`src/common/arct_pkg.sv`:
```
/*
  Constants for the auto-reload capture timer: Wishbone register offsets,
  field positions, reset values and mode encodings.
  Assumes a 32-bit classic Wishbone bus with byte addresses.
*/
package arct_pkg;
  localparam logic [7:0] ADDR_CTRL    = 8'h00;
  localparam logic [7:0] ADDR_COUNT   = 8'h04;
  localparam logic [7:0] ADDR_RELOAD  = 8'h08;
  localparam logic [7:0] ADDR_COMPARE = 8'h0C;
  localparam logic [7:0] ADDR_STATUS  = 8'h10;

  // Control register fields.
  localparam int CTRL_RUN      = 0;
  localparam int CTRL_SSHOT    = 1;
  localparam int CTRL_GATE     = 2;
  localparam int CTRL_CPRL     = 3;
  localparam int CTRL_SPLIT    = 4;
  localparam int CTRL_IRQ_EN   = 5;
  localparam int CTRL_OE0      = 6;
  localparam int CTRL_OE1      = 7;
  localparam int CTRL_POL0     = 8;
  localparam int CTRL_POL1     = 9;
  localparam int CTRL_EDGE_LSB = 10;
  localparam int CTRL_DIV_LSB  = 12;

  // Status register fields.
  localparam int STAT_OVF = 0;
  localparam int STAT_CMP = 1;
  localparam int STAT_IRQ = 2;
  localparam int STAT_OCK = 3;

  localparam logic [14:0] CTRL_RESET  = 15'h0000;
  localparam logic [15:0] COUNT_RESET = 16'h0000;
  localparam logic [15:0] COUNT_TOP   = 16'hFFFF;

  localparam logic [1:0] EDGE_NONE    = 2'h0;
  localparam logic [1:0] EDGE_RISE    = 2'h1;
  localparam logic [1:0] EDGE_FALL    = 2'h2;
  localparam logic [1:0] EDGE_BOTH    = 2'h3;
endpackage

```
`src/hdl/arct_timer.sv`:
```
/*
  Auto-reload 16-bit timer with compare/PWM and edge capture, Wishbone slave.
  Assumes pin inputs are asynchronous and a single 200 MHz clock domain.
*/
// The register addresses and the Wishbone slave port were decided locally.
// Contract
// - Split bit and edge field zero select 16-bit auto-reload compare timer.
// - Count on system clock divided by two to the power of the prescale field, only while running.
// - On overflow load the reload value, then keep counting up.
// - Set overflow flag at all ones; request interrupt when enabled.
// - Compare mode sets compare flag on match; interrupt when enabled.
// - Compare values outside reload-to-top range never match.
// - Output clock toggles after match or overflow; once when both coincide.
// - Two enables route output clock to primary and secondary pins.
// - Pin output is output clock XOR its polarity bit.
// - Polarity takes effect only on enable rising from zero to one.
// - Gating needs gate enable set and primary output disabled.
// - Gated timer clock blocks while primary pin equals primary polarity.
// - Single shot runs timer until overflow, then self-clears.
// - Single shot with run set keeps running after overflow.
// - Gated single shot starts on gate removal, may span gated intervals.
// - Edge field: 1 rising, 2 falling, 3 both edges capture.
// - Capture-reload bit reloads on capture edges; ignored in compare mode.
// - Capture mode drives no output waveform on the pins.
// - Single-edge gated capture blocks clock at primary polarity level.
// - Gated both-edge capture-reload: polarity picks capture-only edge.
// - Capture single shot starts on edge, runs until the next start edge, no start flag.
// - Both-edge single shot: polarity one uses falling edge, zero rising.
`timescale 1ns/1ps
module arct_timer #(
  parameter int DUAL_PIN = 1
) (
  // Clock and reset.
  input  wire logic        mclk_in,
  input  wire logic        rst_n_in,
  // Wishbone slave.
  input  wire logic        wb_cyc_in,
  input  wire logic        wb_stb_in,
  input  wire logic        wb_we_in,
  input  wire logic [7:0]  wb_adr_in,
  input  wire logic [3:0]  wb_sel_in,
  input  wire logic [31:0] wb_dat_in,
  output logic      [31:0] wb_dat_out,
  output logic             wb_ack_out,
  // Pins.
  input  wire logic        primary_pin_in,
  output logic             primary_pin_out,
  output logic             primary_pin_oe_out,
  output logic             secondary_pin_out,
  output logic             secondary_pin_oe_out,
  // Interrupt request level.
  output logic             timer_irq_out
);
  logic [14:0] ctrl;
  logic [15:0] count_value;
  logic [15:0] reload;
  logic [15:0] compare;
  logic        overflow_flag;
  logic        compare_status_flag;
  logic        out_clk;
  logic [1:0]  pol_live;
  logic [1:0]  oe_q;
  logic [2:0]  pin_sync;
  logic [6:0]  pre_cnt;
  logic        ss_armed;
  logic        ss_started;

  logic        run_bit, single_shot_bit, gate_enable, capture_reload_enable, timer_irq_enable;
  logic [1:0]  pin_output_enables, pin_polarity, capture_edge_select;
  logic [2:0]  prescale_select;
  logic        capture_mode, compare_mode;
  assign run_bit               = ctrl[arct_pkg::CTRL_RUN];
  assign single_shot_bit       = ctrl[arct_pkg::CTRL_SSHOT];
  assign gate_enable           = ctrl[arct_pkg::CTRL_GATE];
  assign capture_reload_enable = ctrl[arct_pkg::CTRL_CPRL];
  assign timer_irq_enable      = ctrl[arct_pkg::CTRL_IRQ_EN];
  assign pin_output_enables    = {ctrl[arct_pkg::CTRL_OE1] & (DUAL_PIN != 0), ctrl[arct_pkg::CTRL_OE0]};
  assign pin_polarity          = {ctrl[arct_pkg::CTRL_POL1], ctrl[arct_pkg::CTRL_POL0]};
  assign capture_edge_select   = ctrl[arct_pkg::CTRL_EDGE_LSB +: 2];
  assign prescale_select       = ctrl[arct_pkg::CTRL_DIV_LSB +: 3];
  // Split mode is not built; with the split bit set the counter still runs, but nothing matches, captures or drives a pin.
  assign compare_mode = !ctrl[arct_pkg::CTRL_SPLIT] && capture_edge_select == arct_pkg::EDGE_NONE;
  assign capture_mode = !ctrl[arct_pkg::CTRL_SPLIT] && capture_edge_select != arct_pkg::EDGE_NONE;

  // Pin synchroniser; only the second and third stages feed logic.
  always_ff @(posedge mclk_in or negedge rst_n_in) begin
    if (!rst_n_in) begin
      pin_sync <= 3'h0;
    end else begin
      pin_sync <= {pin_sync[1:0], primary_pin_in};
    end
  end

  logic pin_lvl, rise, fall;
  assign pin_lvl = pin_sync[1];
  assign rise = pin_sync[1] & ~pin_sync[2];
  assign fall = ~pin_sync[1] & pin_sync[2];

  logic gating, gate_blocked;
  assign gating       = gate_enable && !pin_output_enables[0];
  assign gate_blocked = gating && (pin_lvl == pin_polarity[0]);

  // Edge qualification for capture and reload.
  logic cap_edge, start_edge, reload_edge;
  always_comb begin
    cap_edge   = 1'b0;
    start_edge = 1'b0;
    case (capture_edge_select)
      arct_pkg::EDGE_RISE: begin
        cap_edge   = rise;
        start_edge = rise;
      end
      arct_pkg::EDGE_FALL: begin
        cap_edge   = fall;
        start_edge = fall;
      end
      arct_pkg::EDGE_BOTH: begin
        cap_edge   = rise | fall;
        start_edge = pin_polarity[0] ? fall : rise;
      end
      default: begin
        cap_edge   = 1'b0;
        start_edge = 1'b0;
      end
    endcase
  end
  // Gated both-edge mode: the edge equal to the polarity level's entry only captures.
  assign reload_edge = capture_mode && capture_reload_enable && cap_edge &&
                       !(gate_enable && capture_edge_select == arct_pkg::EDGE_BOTH &&
                         (pin_polarity[0] ? rise : fall));

  // Single shot in capture mode waits for its start edge or gate removal.
  logic ss_go;
  assign ss_go = ss_armed && (ss_started || (compare_mode ? !gate_blocked : (start_edge || (gating && !gate_blocked))));

  logic running, tick, at_top, cmp_hit, cmp_in_range;
  assign running = (run_bit || ss_go) && !gate_blocked;
  assign tick    = running && (pre_cnt == 7'((1 << prescale_select) - 1));
  assign at_top  = count_value == arct_pkg::COUNT_TOP;
  assign cmp_in_range = compare >= reload;
  assign cmp_hit = compare_mode && tick && cmp_in_range && count_value == compare && !at_top;

  // Prescaler.
  always_ff @(posedge mclk_in or negedge rst_n_in) begin
    if (!rst_n_in) begin
      pre_cnt <= 7'h00;
    end else if (!running || tick) begin
      pre_cnt <= 7'h00;
    end else begin
      pre_cnt <= pre_cnt + 7'h01;
    end
  end

  // Bus decode.
  logic bus_wr, bus_rd;
  assign bus_wr = wb_cyc_in && wb_stb_in && wb_we_in && !wb_ack_out;
  assign bus_rd = wb_cyc_in && wb_stb_in && !wb_we_in && !wb_ack_out;

  function automatic logic [15:0] merge16(input logic [15:0] old, input logic [31:0] d, input logic [3:0] s);
    merge16 = {s[1] ? d[15:8] : old[15:8], s[0] ? d[7:0] : old[7:0]};
  endfunction

  // Counter and capture register.
  always_ff @(posedge mclk_in or negedge rst_n_in) begin
    if (!rst_n_in) begin
      count_value <= arct_pkg::COUNT_RESET;
      compare     <= arct_pkg::COUNT_RESET;
    end else begin
      if (capture_mode && cap_edge && (run_bit || ss_armed)) begin
        compare <= count_value;
      end else if (bus_wr && wb_adr_in == arct_pkg::ADDR_COMPARE) begin
        compare <= merge16(compare, wb_dat_in, wb_sel_in);
      end
      if (bus_wr && wb_adr_in == arct_pkg::ADDR_COUNT) begin
        count_value <= merge16(count_value, wb_dat_in, wb_sel_in);
      end else if (reload_edge && (run_bit || ss_armed)) begin
        count_value <= reload;
      end else if (tick) begin
        count_value <= at_top ? reload : count_value + 16'h0001;
      end
    end
  end

  always_ff @(posedge mclk_in or negedge rst_n_in) begin
    if (!rst_n_in) begin
      reload <= arct_pkg::COUNT_RESET;
    end else if (bus_wr && wb_adr_in == arct_pkg::ADDR_RELOAD) begin
      reload <= merge16(reload, wb_dat_in, wb_sel_in);
    end
  end

  // Single-shot end: overflow in compare mode, second start edge in capture mode.
  logic ss_end;
  assign ss_end = ss_armed && ((compare_mode && tick && at_top) ||
                               (capture_mode && ss_started && start_edge));

  // Control register with hardware clear of the single-shot bit.
  always_ff @(posedge mclk_in or negedge rst_n_in) begin
    if (!rst_n_in) begin
      ctrl <= arct_pkg::CTRL_RESET;
    end else begin
      if (bus_wr && wb_adr_in == arct_pkg::ADDR_CTRL) begin
        ctrl <= {wb_sel_in[1] ? wb_dat_in[14:8] : ctrl[14:8], wb_sel_in[0] ? wb_dat_in[7:0] : ctrl[7:0]};
      end
      if (ss_end) begin
        ctrl[arct_pkg::CTRL_SSHOT] <= 1'b0;
      end
    end
  end
  assign ss_armed = single_shot_bit;

  always_ff @(posedge mclk_in or negedge rst_n_in) begin
    if (!rst_n_in) begin
      ss_started <= 1'b0;
    end else if (!ss_armed || ss_end) begin
      ss_started <= 1'b0;
    end else if (ss_go) begin
      ss_started <= 1'b1;
    end
  end

  // Flags: set wins over a software clear in the same cycle.
  logic ovf_set, cmp_set, stat_wr;
  assign ovf_set = tick && at_top;
  assign cmp_set = cmp_hit || (capture_mode && cap_edge && (run_bit || ss_armed) &&
                               !(ss_armed && !ss_started && start_edge));
  assign stat_wr = bus_wr && wb_adr_in == arct_pkg::ADDR_STATUS && wb_sel_in[0];
  always_ff @(posedge mclk_in or negedge rst_n_in) begin
    if (!rst_n_in) begin
      overflow_flag       <= 1'b0;
      compare_status_flag <= 1'b0;
    end else begin
      if (ovf_set) begin
        overflow_flag <= 1'b1;
      end else if (stat_wr && !wb_dat_in[arct_pkg::STAT_OVF]) begin
        overflow_flag <= 1'b0;
      end
      if (cmp_set) begin
        compare_status_flag <= 1'b1;
      end else if (stat_wr && !wb_dat_in[arct_pkg::STAT_CMP]) begin
        compare_status_flag <= 1'b0;
      end
    end
  end

  always_ff @(posedge mclk_in or negedge rst_n_in) begin
    if (!rst_n_in) begin
      timer_irq_out <= 1'b0;
    end else begin
      timer_irq_out <= timer_irq_enable && (overflow_flag || compare_status_flag);
    end
  end

  // Output clock: one toggle per compare match or overflow, one cycle later.
  always_ff @(posedge mclk_in or negedge rst_n_in) begin
    if (!rst_n_in) begin
      out_clk <= 1'b0;
    end else if (!compare_mode) begin
      out_clk <= 1'b0;
    end else if (cmp_hit || ovf_set) begin
      out_clk <= ~out_clk;
    end
  end

  // Polarity is latched only as its enable rises, so a late write cannot glitch a live pin.
  always_ff @(posedge mclk_in or negedge rst_n_in) begin
    if (!rst_n_in) begin
      oe_q     <= 2'h0;
      pol_live <= 2'h0;
    end else begin
      oe_q <= pin_output_enables;
      for (int i = 0; i < 2; i++) begin
        if (pin_output_enables[i] && !oe_q[i]) begin
          pol_live[i] <= pin_polarity[i];
        end
      end
    end
  end

  always_ff @(posedge mclk_in or negedge rst_n_in) begin
    if (!rst_n_in) begin
      primary_pin_out      <= 1'b0;
      primary_pin_oe_out   <= 1'b0;
      secondary_pin_out    <= 1'b0;
      secondary_pin_oe_out <= 1'b0;
    end else begin
      primary_pin_oe_out   <= compare_mode && pin_output_enables[0];
      secondary_pin_oe_out <= compare_mode && pin_output_enables[1];
      primary_pin_out      <= out_clk ^ pol_live[0];
      secondary_pin_out    <= out_clk ^ pol_live[1];
    end
  end

  // Wishbone answer: one wait state, ack for one cycle.
  always_ff @(posedge mclk_in or negedge rst_n_in) begin
    if (!rst_n_in) begin
      wb_ack_out <= 1'b0;
      wb_dat_out <= 32'h0000_0000;
    end else begin
      wb_ack_out <= bus_wr || bus_rd;
      wb_dat_out <= 32'h0000_0000;
      if (bus_rd) begin
        case (wb_adr_in)
          arct_pkg::ADDR_CTRL:    wb_dat_out <= {17'h00000, ctrl};
          arct_pkg::ADDR_COUNT:   wb_dat_out <= {16'h0000, count_value};
          arct_pkg::ADDR_RELOAD:  wb_dat_out <= {16'h0000, reload};
          arct_pkg::ADDR_COMPARE: wb_dat_out <= {16'h0000, compare};
          arct_pkg::ADDR_STATUS:  wb_dat_out <= {28'h0000000, out_clk, timer_irq_out,
                                                 compare_status_flag, overflow_flag};
          default:                wb_dat_out <= 32'h0000_0000;
        endcase
      end
    end
  end

  chk_ovf_reload: assert property (@(posedge mclk_in) disable iff (!rst_n_in)
    (tick && at_top && !bus_wr && !reload_edge) |=> count_value == $past(reload))
    else $error("counter did not reload after overflow");
  chk_ovf_flag: assert property (@(posedge mclk_in) disable iff (!rst_n_in)
    (tick && at_top) |=> overflow_flag)
    else $error("overflow flag not set");
  chk_range_match: assert property (@(posedge mclk_in) disable iff (!rst_n_in)
    (compare < reload) |-> !cmp_hit)
    else $error("match signalled outside counting range");
  chk_clk_toggle: assert property (@(posedge mclk_in) disable iff (!rst_n_in)
    (compare_mode && (cmp_hit || ovf_set)) |=> out_clk != $past(out_clk))
    else $error("output clock failed to toggle");
  chk_pin_xor: assert property (@(posedge mclk_in) disable iff (!rst_n_in)
    primary_pin_out == ($past(out_clk) ^ $past(pol_live[0])))
    else $error("primary pin not output clock xor polarity");
  chk_gate_block: assert property (@(posedge mclk_in) disable iff (!rst_n_in)
    gate_blocked |-> !tick)
    else $error("timer ticked while gated");
  chk_sshot_clear: assert property (@(posedge mclk_in) disable iff (!rst_n_in)
    (ss_end && !bus_wr) |=> !single_shot_bit)
    else $error("single shot not cleared");
  chk_capture_quiet: assert property (@(posedge mclk_in) disable iff (!rst_n_in)
    capture_mode [*2] |-> !primary_pin_oe_out && !secondary_pin_oe_out)
    else $error("pin driven in capture mode");
endmodule

```
`config.mk`:
```
export PLATFORM = sky130hd
export DESIGN_NAME = arct_timer
export DESIGN_NICKNAME = d
export VERILOG_FILES = /design/src/common/arct_pkg.sv /design/src/hdl/arct_timer.sv
export SDC_FILE = /design/constraint.sdc
export NUM_CORES = 1
export LEC_CHECK = 0
export BUFFER_PORTS_ARGS = -buffer_cell sky130_fd_sc_hd__buf_2
export CORE_ASPECT_RATIO = 0.75
export CORE_MARGIN = 2
export CORE_UTILIZATION = 60
export DETAILED_ROUTE_END_ITERATION = 10
export GPL_TIMING_DRIVEN = 0
export PLACE_DENSITY = 0.83
export SLEW_MARGIN = 20
export SYNTH_ARGS = -nofsm -noshare
export SYNTH_HDL_FRONTEND = slang
export SYNTH_SLANG_ARGS = --single-unit
```
`constraint.sdc`:
```
create_clock -name mclk_in -period 6.32 [get_ports mclk_in]
set_clock_uncertainty 0.1 [all_clocks]
set_input_delay 0.316 -clock mclk_in [delete_from_list [all_inputs] [get_ports mclk_in]]
set_output_delay 0.316 -clock mclk_in [all_outputs]
set_load 0.05 [all_outputs]
```
Yosys cells after proc, flatten, opt, wreduce, memory -nomap -nowiden:

Index checks and enable logic that the tools add are counted.

* $add $sub $neg: 3
* $lt $le $gt $ge: 1
* equality and inequality tests: 14
* shifts and indexed selects: 1
* muxes and demuxes: 27
* bitwise logic cells: 8
* reduce and logical (&&, ||, !) cells: 93

Operators by type and width (number)
* 16-bit 2-to-1 mux: 7
* 16-bit one-hot mux with 5 select lines: 1
* 1-bit logical AND: 46
* 2-bit AND reduction: 9
* 2-bit nonzero test: 9
* 16-bit by 1-bit adder with 16-bit output, second input constant: 1
* 16-bit equality test: 1
* 16-bit equality test, second input constant: 1
* 8-bit by 4-bit equality test with 1-bit output, second input constant: 2
* 16-bit >= comparator: 1
* 8-bit 2-to-1 mux: 2
* 1-bit zero test: 15
* 1-bit 2-to-1 mux: 12
* 1-bit logical OR: 11
* 8-bit by 3-bit equality test with 1-bit output, second input constant: 1
* 8-bit by 5-bit equality test with 1-bit output, second input constant: 1
* 8-bit zero test: 1
* 7-bit by 1-bit adder with 7-bit output, second input constant: 1
* 7-bit equality test: 1
* 7-bit 2-to-1 mux: 1
* 1-bit by 3-bit << shifter with 7-bit output, first input constant: 1
* 7-bit by 2-bit subtractor with 7-bit output, second input constant: 1
* 1-bit one-hot mux with 3 select lines: 2
* 2-bit equality test, second input constant: 2
* other kinds (11): 17

* flip-flop bits (word level): 119
* input port bits: 50
* output and inout port bits: 38
* logic and storage cells: 172

Logic depth before layout (Yosys ltp):

Gate-level depths: netlist of run 1.

* depth in word-level cells: 19
* gate-level depth with buffers: 13
* gate-level depth less buffers: 10

Least setup slack after synthesis of run 1:

OpenSTA, ideal clock, no wires.

* kind: register to register
* from: reg ctrl[14]
* to: reg ctrl[1]
* library setup time: 0.127 ns
* arrival: 2.790 ns
* required time: 6.093 ns
* setup slack: 3.304 ns
* cell stages (with the launch flop): 12
* path buffers: 2
* period minus slack after synthesis: 3.016 ns
* cells stage by stage: dfrtp_1 clkbuf_1 or3_1 ha_1 buf_2 xor2_1 and4b_1 o221ai_2 nand4bb_4 or4_4 a21oi_2 a21oi_1

* cells in the longest elaborated chain, start to end: 10
* elaborated cells between the ends (all ways): 12
* classes of those cells: add/sub (1); eq/ne (1); shift (1); mux (1); reduce/logical (8)

RTL lines
* from (decl): line arct_timer.sv:54 `logic [14:0] ctrl;`
* from (signal assigned): line arct_timer.sv:200 `ctrl <= arct_pkg::CTRL_RESET;`
* from (signal assigned): line arct_timer.sv:203 `ctrl <= {wb_sel_in[1] ? wb_dat_in[14:8] : ctrl[14:8], wb_sel_in[0] ? wb_dat_in[7:0] : ctrl[7:0]};`
* 1-bit by 3-bit << shifter with 7-bit output *: line arct_timer.sv:138 `assign tick = running && (pre_cnt == 7'((1 << prescale_select) - 1));`
* 7-bit by 2-bit subtractor with 7-bit output *: line arct_timer.sv:138
* 7-bit equality test *: line arct_timer.sv:138
* 1-bit logical AND *: line arct_timer.sv:138
* 1-bit logical AND * (2 in a row): line arct_timer.sv:194 `assign ss_end = ss_armed && ((compare_mode && tick && at_top) ||`
* 1-bit logical OR *: line arct_timer.sv:194
* 1-bit logical AND *: line arct_timer.sv:194
* 2-bit nonzero test (no line)
* 2-bit AND reduction (no line)

Mark *: on every way between the ends. The rest lies on a longest branch, timed or not.
A chain may end at the register's enable or synchronous reset.

Final worst setup path of run 1:

Ends and elaborated chain as after synthesis.

==> flow_summary.ini, run 1 <==
[status]
status = finished, final reports clean

[setup_path]
startpoint_type = flop
reg2reg_slack_ns = 2.81
cp.arrival_ns = 3.65
rr_worst_depth = 11
required_ns = 6.45
critPathKind = reg -> reg
critPathCaptureType = flop
reg2reg_from = ctrl[14]$_DFFE_PN0P_
regToRegEndpoint = ctrl[1]$_DFFE_PN0P_
critPathMaxFanout = 10

[final_layout]
fillCellCount = 804
final_cells = 844
antenna_cells = 0
syn2layout_area_growth_pct = 13.68
drive_gt1_frac = 0.2246
finalNetCount = 774

[power]
vdd_drop_max_mv = 0.1849
leakagePower_nw = 3.298
pwr-share-comb = 0.163
p_clk_frac = 0.385
switching_power_uw = 413.4
switching_share = 0.2688
power_frac_seq = 0.452
p_per_area_nw_per_um2 = 217.6
internal_power_mw = 1.125

[logic_synthesis]
yosysSeqAreaShare = 0.4145
netlist_top_cells_area = dfrtp_1, mux2_2, ha_1
synth_flop_cell = dfrtp_1
synth_top_area_cell = dfrtp_1
yosysTopAreaCellShare = 0.4145
async_flop_share = 1.000
syn_area_um2 = 6218
synth_cells = 623
ys_ff_latch = 103
syn_avg_cell_area_um2 = 9.981
synthDistinctLibCells = 67
ys_warn_count = 0
synth_edf_count = 0

[routing]
drt_wl_total_mm = 17.34
dr.first_iter.drc_count = 718
drtPass1Iterations = 6
via_per_inst = 6.275
vias = 5296
drc_errors = 0
final_antenna_net_count = 0
routedWlPerCell_um = 20.54

[hold_path]
min-delay-start = wb_dat_in[4]
hold_path_class = in -> reg
whs_path_depth = 2
holdPathEnd = ctrl[4]$_DFFE_PN0P_

[timing]
fin_setup_tns_ns = 0
setup_violations = 0
rsz0062_at_grt = no
maxSlewHeadroom = 0.3679
period_needed_ns = 3.514
final.period_utilization = 0.5560
hold_viol_final = 0
maxSlewViolCount = 0
fmax_mhz = 284.6
tightest_slew_ns = 0.9482

[grt]
grt_pass1_wl_mm = 27.43
grt_use_total = 0.3246
antenna_found_initial = 0
grt_pass1_vias = 5261
grt_max_degree = 70
grt-ovfl-total = 0

[clock_network]
htree_levels = 3
cts_tree = yes
clock_sinks = 103
cts.clk_slew.worst_paths_ns = 0.07
cts_resized = 0
clock_path_buffers = 2
post_cts_buffers = 0
cts_buffers = 9
root_buffer = clkbuf_16
cts_hold_buf = 2
insertion_delay_ns = 0.35

[die]
initial_core_util = 0.6115
fp.coreArea_um2 = 10170
die_h_um = 92.17
rows = 32
fp.dieW_um = 121.6
pin_count = 88
die-area_um2 = 11200

[run]
drv_cap = 0

[placement]
portBuffers = 51
dp_hpwl_mm = 12.48
dpl.cell_count = 826
place_congestion = 0.9058
[worst max-delay path: stages, from the launching register on]
cell and delay [ns]:
dfrtp_1 0.45, clkbuf_1 0.29, or3_1 0.43, ha_1 0.19
buf_2 0.15, nor3_1 0.24, a21oi_1 0.07, o221ai_1 0.38
nand4bb_4 0.26, or4_4 0.54, a21oi_2 0.18, a21oi_1 0.09
[sequential cells by signal, indices dropped and copies added (netlist names)]
register	count
pol_live	2
ss_started	1
oe_q	2
primary_pin_out	1
compare_status_flag	1
secondary_pin_oe_out	1
count_value	16
pre_cnt	7
overflow_flag	1
wb_ack_out	1
compare	16
pin_sync	3
out_clk	1
ctrl	15
wb_dat_out	16
timer_irq_out	1
secondary_pin_out	1
primary_pin_oe_out	1
reload	16
[layout by cell type (no fill, tap or decap), types with 5 or more instances in the layout]
master	synthesis	layout
and3_1	18	18
clkbuf_1	19	21
mux4_2	11	11
clkbuf_16	0	9
a21oi_1	34	34
ha_1	21	21
o21ai_0	21	21
a31oi_1	8	8
and2_1	6	6
conb_1	1	16
inv_1	25	25
nand3_1	17	17
buf_4	16	16
nand4_1	10	10
o31ai_1	5	5
mux2_2	36	36
o211ai_1	10	10
nor2_1	55	55
mux2i_1	23	23
xnor2_1	24	24
nor3_1	6	6
xor2_1	12	12
nand2_1	47	47
nand2b_1	6	6
buf_2	17	67
dfrtp_1	103	103
[Yosys cell counts (6+ instances only)]
cell type  number
inv_1          25
a31oi_1         8
and2_1          6
buf_4          16
and3_1         18
a21oi_1        34
nand3_1        17
nand2_1        47
dfrtp_1       103
o211ai_1       10
buf_2          17
ha_1           21
xor2_1         12
nor3_1          6
clkbuf_1       19
mux4_2         11
nand4_1        10
o21ai_0        21
xnor2_1        24
nand2b_1        6
nor2_1         55
mux2i_1        23
mux2_2         36
[through the flow]
stage	util	total power [mW]	hold WS, ns	instance area (um2)	setup WS [ns]
after detailed placement	0.6622	0.9489	0.1250	6734	2.861
final	0.6951	1.538	0.1444	7069	2.806
after CTS	0.6951	1.536	0.1432	7069	2.849
after global routing	0.6951	1.596	0.1453	7069	2.612
after global placement	0.6588	0.9397	0.2346	6700	2.996
after floorplan	-	0.8794	-0.07959	6275	3.304
[per-layer routing]
layer  track usage  vias up  routed length [um]
met5             0        -                   0
met4        0.1130        0                 495
met3       0.08209       63                1865
met2        0.5019      320                7903
met1        0.4467     2540                7072
li1              -     2373                   -
[power groups by stage]
stage	combinational (mW)	sequential, mW	clock [mW]
2_1_floorplan	0.175	0.705	0
3_3_place_gp	0.234	0.706	0
3_5_place_dp	0.243	0.706	0
4_1_cts	0.246	0.695	0.595
5_1_grt	0.274	0.696	0.625
6_report	0.251	0.695	0.592
[layout make-up]
| cell class | count | area, um2 | area share |
|---|---|---|---|
| Clock buffer | 11 | 232.7 | 0.03292 |
| Clock inverter | 5 | 82.58 | 0.01168 |
| Buffer | 55 | 287.8 | 0.04071 |
| Sequential cell | 103 | 2577 | 0.3646 |
| Timing Repair Buffer | 54 | 309.0 | 0.04372 |
| Tap cell | 136 | 170.2 | 0.02407 |
| Inverter | 25 | 93.84 | 0.01327 |
| Multi-Input combinational cell | 455 | 3316 | 0.4690 |
[how the worst max path moves through the flow]
stage                         startpoint                         end  depth (start not counted)
floorplan           ctrl[14]$_DFFE_PN0P_         ctrl[1]$_DFFE_PN0P_                         11
global placement    ctrl[14]$_DFFE_PN0P_         ctrl[1]$_DFFE_PN0P_                         11
detailed placement  ctrl[14]$_DFFE_PN0P_         ctrl[1]$_DFFE_PN0P_                         11
CTS                 ctrl[14]$_DFFE_PN0P_         ctrl[1]$_DFFE_PN0P_                         11
global route        ctrl[14]$_DFFE_PN0P_  count_value[6]$_DFFE_PN0P_                         13
finish              ctrl[14]$_DFFE_PN0P_         ctrl[1]$_DFFE_PN0P_                         11
[kinds of logic (layout without fill, tap and decap cells)]
| group | count (synthesis) | in the layout | synth area share |
|---|---|---|---|
| AOI/OAI and AO/OA | 121 | 121 | 0.1310 |
| xor gates and xnor gates | 36 | 36 | 0.05070 |
| adders and majority gates | 21 | 21 | 0.04225 |
| buffers and inverters | 80 | 150 | 0.06137 |
| DFF | 103 | 103 | 0.4145 |
| muxes | 70 | 70 | 0.1421 |
| other | 1 | 16 | 0.0006030 |
| and+or+nand+nor | 191 | 191 | 0.1575 |
Power figures use the tool's default switching activity.
==> run 2: changes to the inputs <==
--- a/config.mk
+++ b/config.mk
@@ -8,10 +8,10 @@
 export BUFFER_PORTS_ARGS = -buffer_cell sky130_fd_sc_hd__buf_2
 export CORE_ASPECT_RATIO = 0.75
 export CORE_MARGIN = 2
-export CORE_UTILIZATION = 60
+export CORE_UTILIZATION = 53
 export DETAILED_ROUTE_END_ITERATION = 10
 export GPL_TIMING_DRIVEN = 0
-export PLACE_DENSITY = 0.83
+export PLACE_DENSITY = 0.78
 export SLEW_MARGIN = 20
 export SYNTH_ARGS = -nofsm -noshare
 export SYNTH_HDL_FRONTEND = slang
==> constraint.sdc (replaced) <==
create_clock -name mclk_in -period 2.8 [get_ports mclk_in]
set_clock_uncertainty 0.1 [all_clocks]
set_input_delay 0.14 -clock mclk_in [delete_from_list [all_inputs] [get_ports mclk_in]]
set_output_delay 0.14 -clock mclk_in [all_outputs]
set_load 0.05 [all_outputs]
==> flow_summary.ini, run 2 (synthesized netlist as in run 1, its figures left out) <==
[status]
status = finished with violations
violations = negative setup slack

[timing]
maxSlewHeadroom = 0.3834
tightest_slew_ns = 0.9249
period_needed_ns = 3.051
timing.hold.ws_ns = 0.02982
maxSlewViolCount = 0
timing.final.ws_setup_ns = -0.2508
final.period_utilization = 1.090
setup_violations = 23
fmax_mhz = 327.8
rsz0062_at_grt = yes
hold_viol_final = 0
fin_setup_tns_ns = -2.202

[routing]
drt_wl_total_mm = 17.71
via_per_inst = 6.021
vias = 5443
dr.first_iter.drc_count = 514
drtPass1Iterations = 5
routedWlPerCell_um = 19.59
final_antenna_net_count = 0
drc_errors = 0

[power]
leakagePower_nw = 3.526
total_power_mw = 3.612
p_per_area_nw_per_um2 = 472.0
vdd_drop_max_mv = 0.3123

[placement]
dpl_cell_area_um2 = 6798
place_congestion = 0.9433
dp_slack_ns = -0.4445
dp_hpwl_mm = 12.21
portBuffers = 51

[setup_path]
startpoint_type = flop
required_ns = 2.94
cp.arrival_ns = 3.19
critPathCaptureType = flop
critPathMaxFanout = 5
reg2reg_from = ctrl[12]$_DFFE_PN0P_
crit_chain = buf_6 -> or3_4 -> ha_4 -> xor2_2 -> and4b_1 -> o221ai_2 -> nand4bb_4 -> or4_4 -> a21oi_4 -> nor2_1
critPathKind = reg -> reg
cp_slowest_stage_delay_ns = 0.58
critPathLaunch = ctrl[12]$_DFFE_PN0P_
rr_worst_depth = 10
reg2reg_slack_ns = -0.25
regToRegEndpoint = ss_started$_DFFE_PN0P_
cp_slowest_cell = or4_4

[die]
rows = 34
die-area_um2 = 12620
fp.dieW_um = 129.1
pin_count = 88
fp.coreArea_um2 = 11530
initial_core_util = 0.5394
die_h_um = 97.81

[clock_network]
cts_tree = yes
cts.clk_slew.worst_paths_ns = 0.07
clock_path_buffers = 2
clock_sinks = 103
root_buffer = clkbuf_16
insertion_delay_ns = 0.35
cts_buffers = 9
htree_levels = 3

[grt]
grt_pass1_wl_mm = 27.21
grt_pass1_vias = 5192
antenna_found_initial = 1
grt-ovfl-total = 0
grt_use_total = 0.2809
grt_max_degree = 62

[final_layout]
final_area_um2 = 7652
final_common_cell = dfrtp_1
drive_gt1_frac = 0.2790
antenna_cells = 0
layout_common_cells = dfrtp_1, buf_2, nand2_1, nor2_1
syn2layout_area_growth_pct = 23.06
finalNetCount = 808

[hold_path]
hold_path_class = in -> reg
holdPathEnd = reload[0]$_DFFE_PN0P_
whs_path_depth = 2
min-delay-start = wb_dat_in[0]

[run]
drv_cap = 0
-- run 2: cell types whose count changed in the layout (fill, tap and decap cells not counted), moves of 4 or more --
| cell | before | now |
|---|---|---|
| dlygate4sd3_1 | 2 | 18 |
| buf_4 | 16 | 35 |
| o21ai_0 | 21 | 16 |
| buf_2 | 67 | 62 |
| nor2_2 | 0 | 8 |
| clkbuf_1 | 21 | 16 |
| o21ai_1 | 4 | 8 |
| nor2_1 | 55 | 47 |
| buf_6 | 1 | 7 |
-- run 2: area by class of cell --
| cell class | instances | area [um2] |
|---|---|---|
| Sequential cell | 103 | 2580 |
| Multi-Input combinational cell | 455 | 3471 |
| Timing Repair Buffer | 93 | 665.6 |
| Fill cell | 882 | 3876 |
| Clock buffer | 11 | 232.7 |
| Clock inverter | 5 | 106.4 |
| Inverter | 25 | 93.84 |
| Tap cell | 162 | 202.7 |
| Buffer | 50 | 300.3 |
-- run 2: stage by stage --
stage / utilization / cells
final: 0.6638 / 904
after global placement: 0.5867 / 851
after global routing: 0.6638 / 904
after floorplan: - / 638
after detailed placement: 0.5896 / 852
after CTS: 0.6496 / 898
-- run 2: worst max-delay path by stage --
stage	end	slack, ns	depth (start not counted)
4_1_cts	ctrl[1]$_DFFE_PN0P_	-0.21	10
6_report	ss_started$_DFFE_PN0P_	-0.25	10
5_1_grt	ctrl[1]$_DFFE_PN0P_	-0.32	12
3_5_place_dp	ctrl[1]$_DFFE_PN0P_	-0.44	11
3_3_place_gp	ctrl[1]$_DFFE_PN0P_	-0.31	11
2_1_floorplan	ctrl[1]$_DFFE_PN0P_	-0.09	11
-- run 2: report_power, final --
group          internal [mW]  switching [mW]  leakage (nW)
sequential              1.54          0.0575          1.38
combinational          0.252           0.335          1.98
clock                  0.876           0.555         0.160
total                   2.66           0.948          3.53
-- run 2: worst max-delay path, delay by kind of cell, from the launching register on --
family	cells	cell delay [ns]
xor gates and xnor gates	1	0.22
AOI/OAI and AO/OA	2	0.30
DFF	1	0.40
adders and majority gates	1	0.19
buffers and inverters	1	0.13
and+or+nand+nor	5	1.60
-- run 2: layer usage --
layer,wire length [um],track usage,vias up
li1,-,-,2435
met5,0,0,-
met1,7474,0.4116,2641
met3,1871,0.06466,50
met4,382,0.08445,0
met2,7978,0.4184,317
-- run 2: repair_timing --
| item | CTS | global route |
|---|---|---|
| endpoints found under the hold margin | 75 | 0 |
| pin swaps | 11 | 15 |
| hold buffers | 18 | 0 |
| gates resized for setup | 17 | 28 |
| buffers inserted | 14 | 8 |
| cloned | 0 | 1 |
| endpoints found under the setup margin | 27 | 26 |
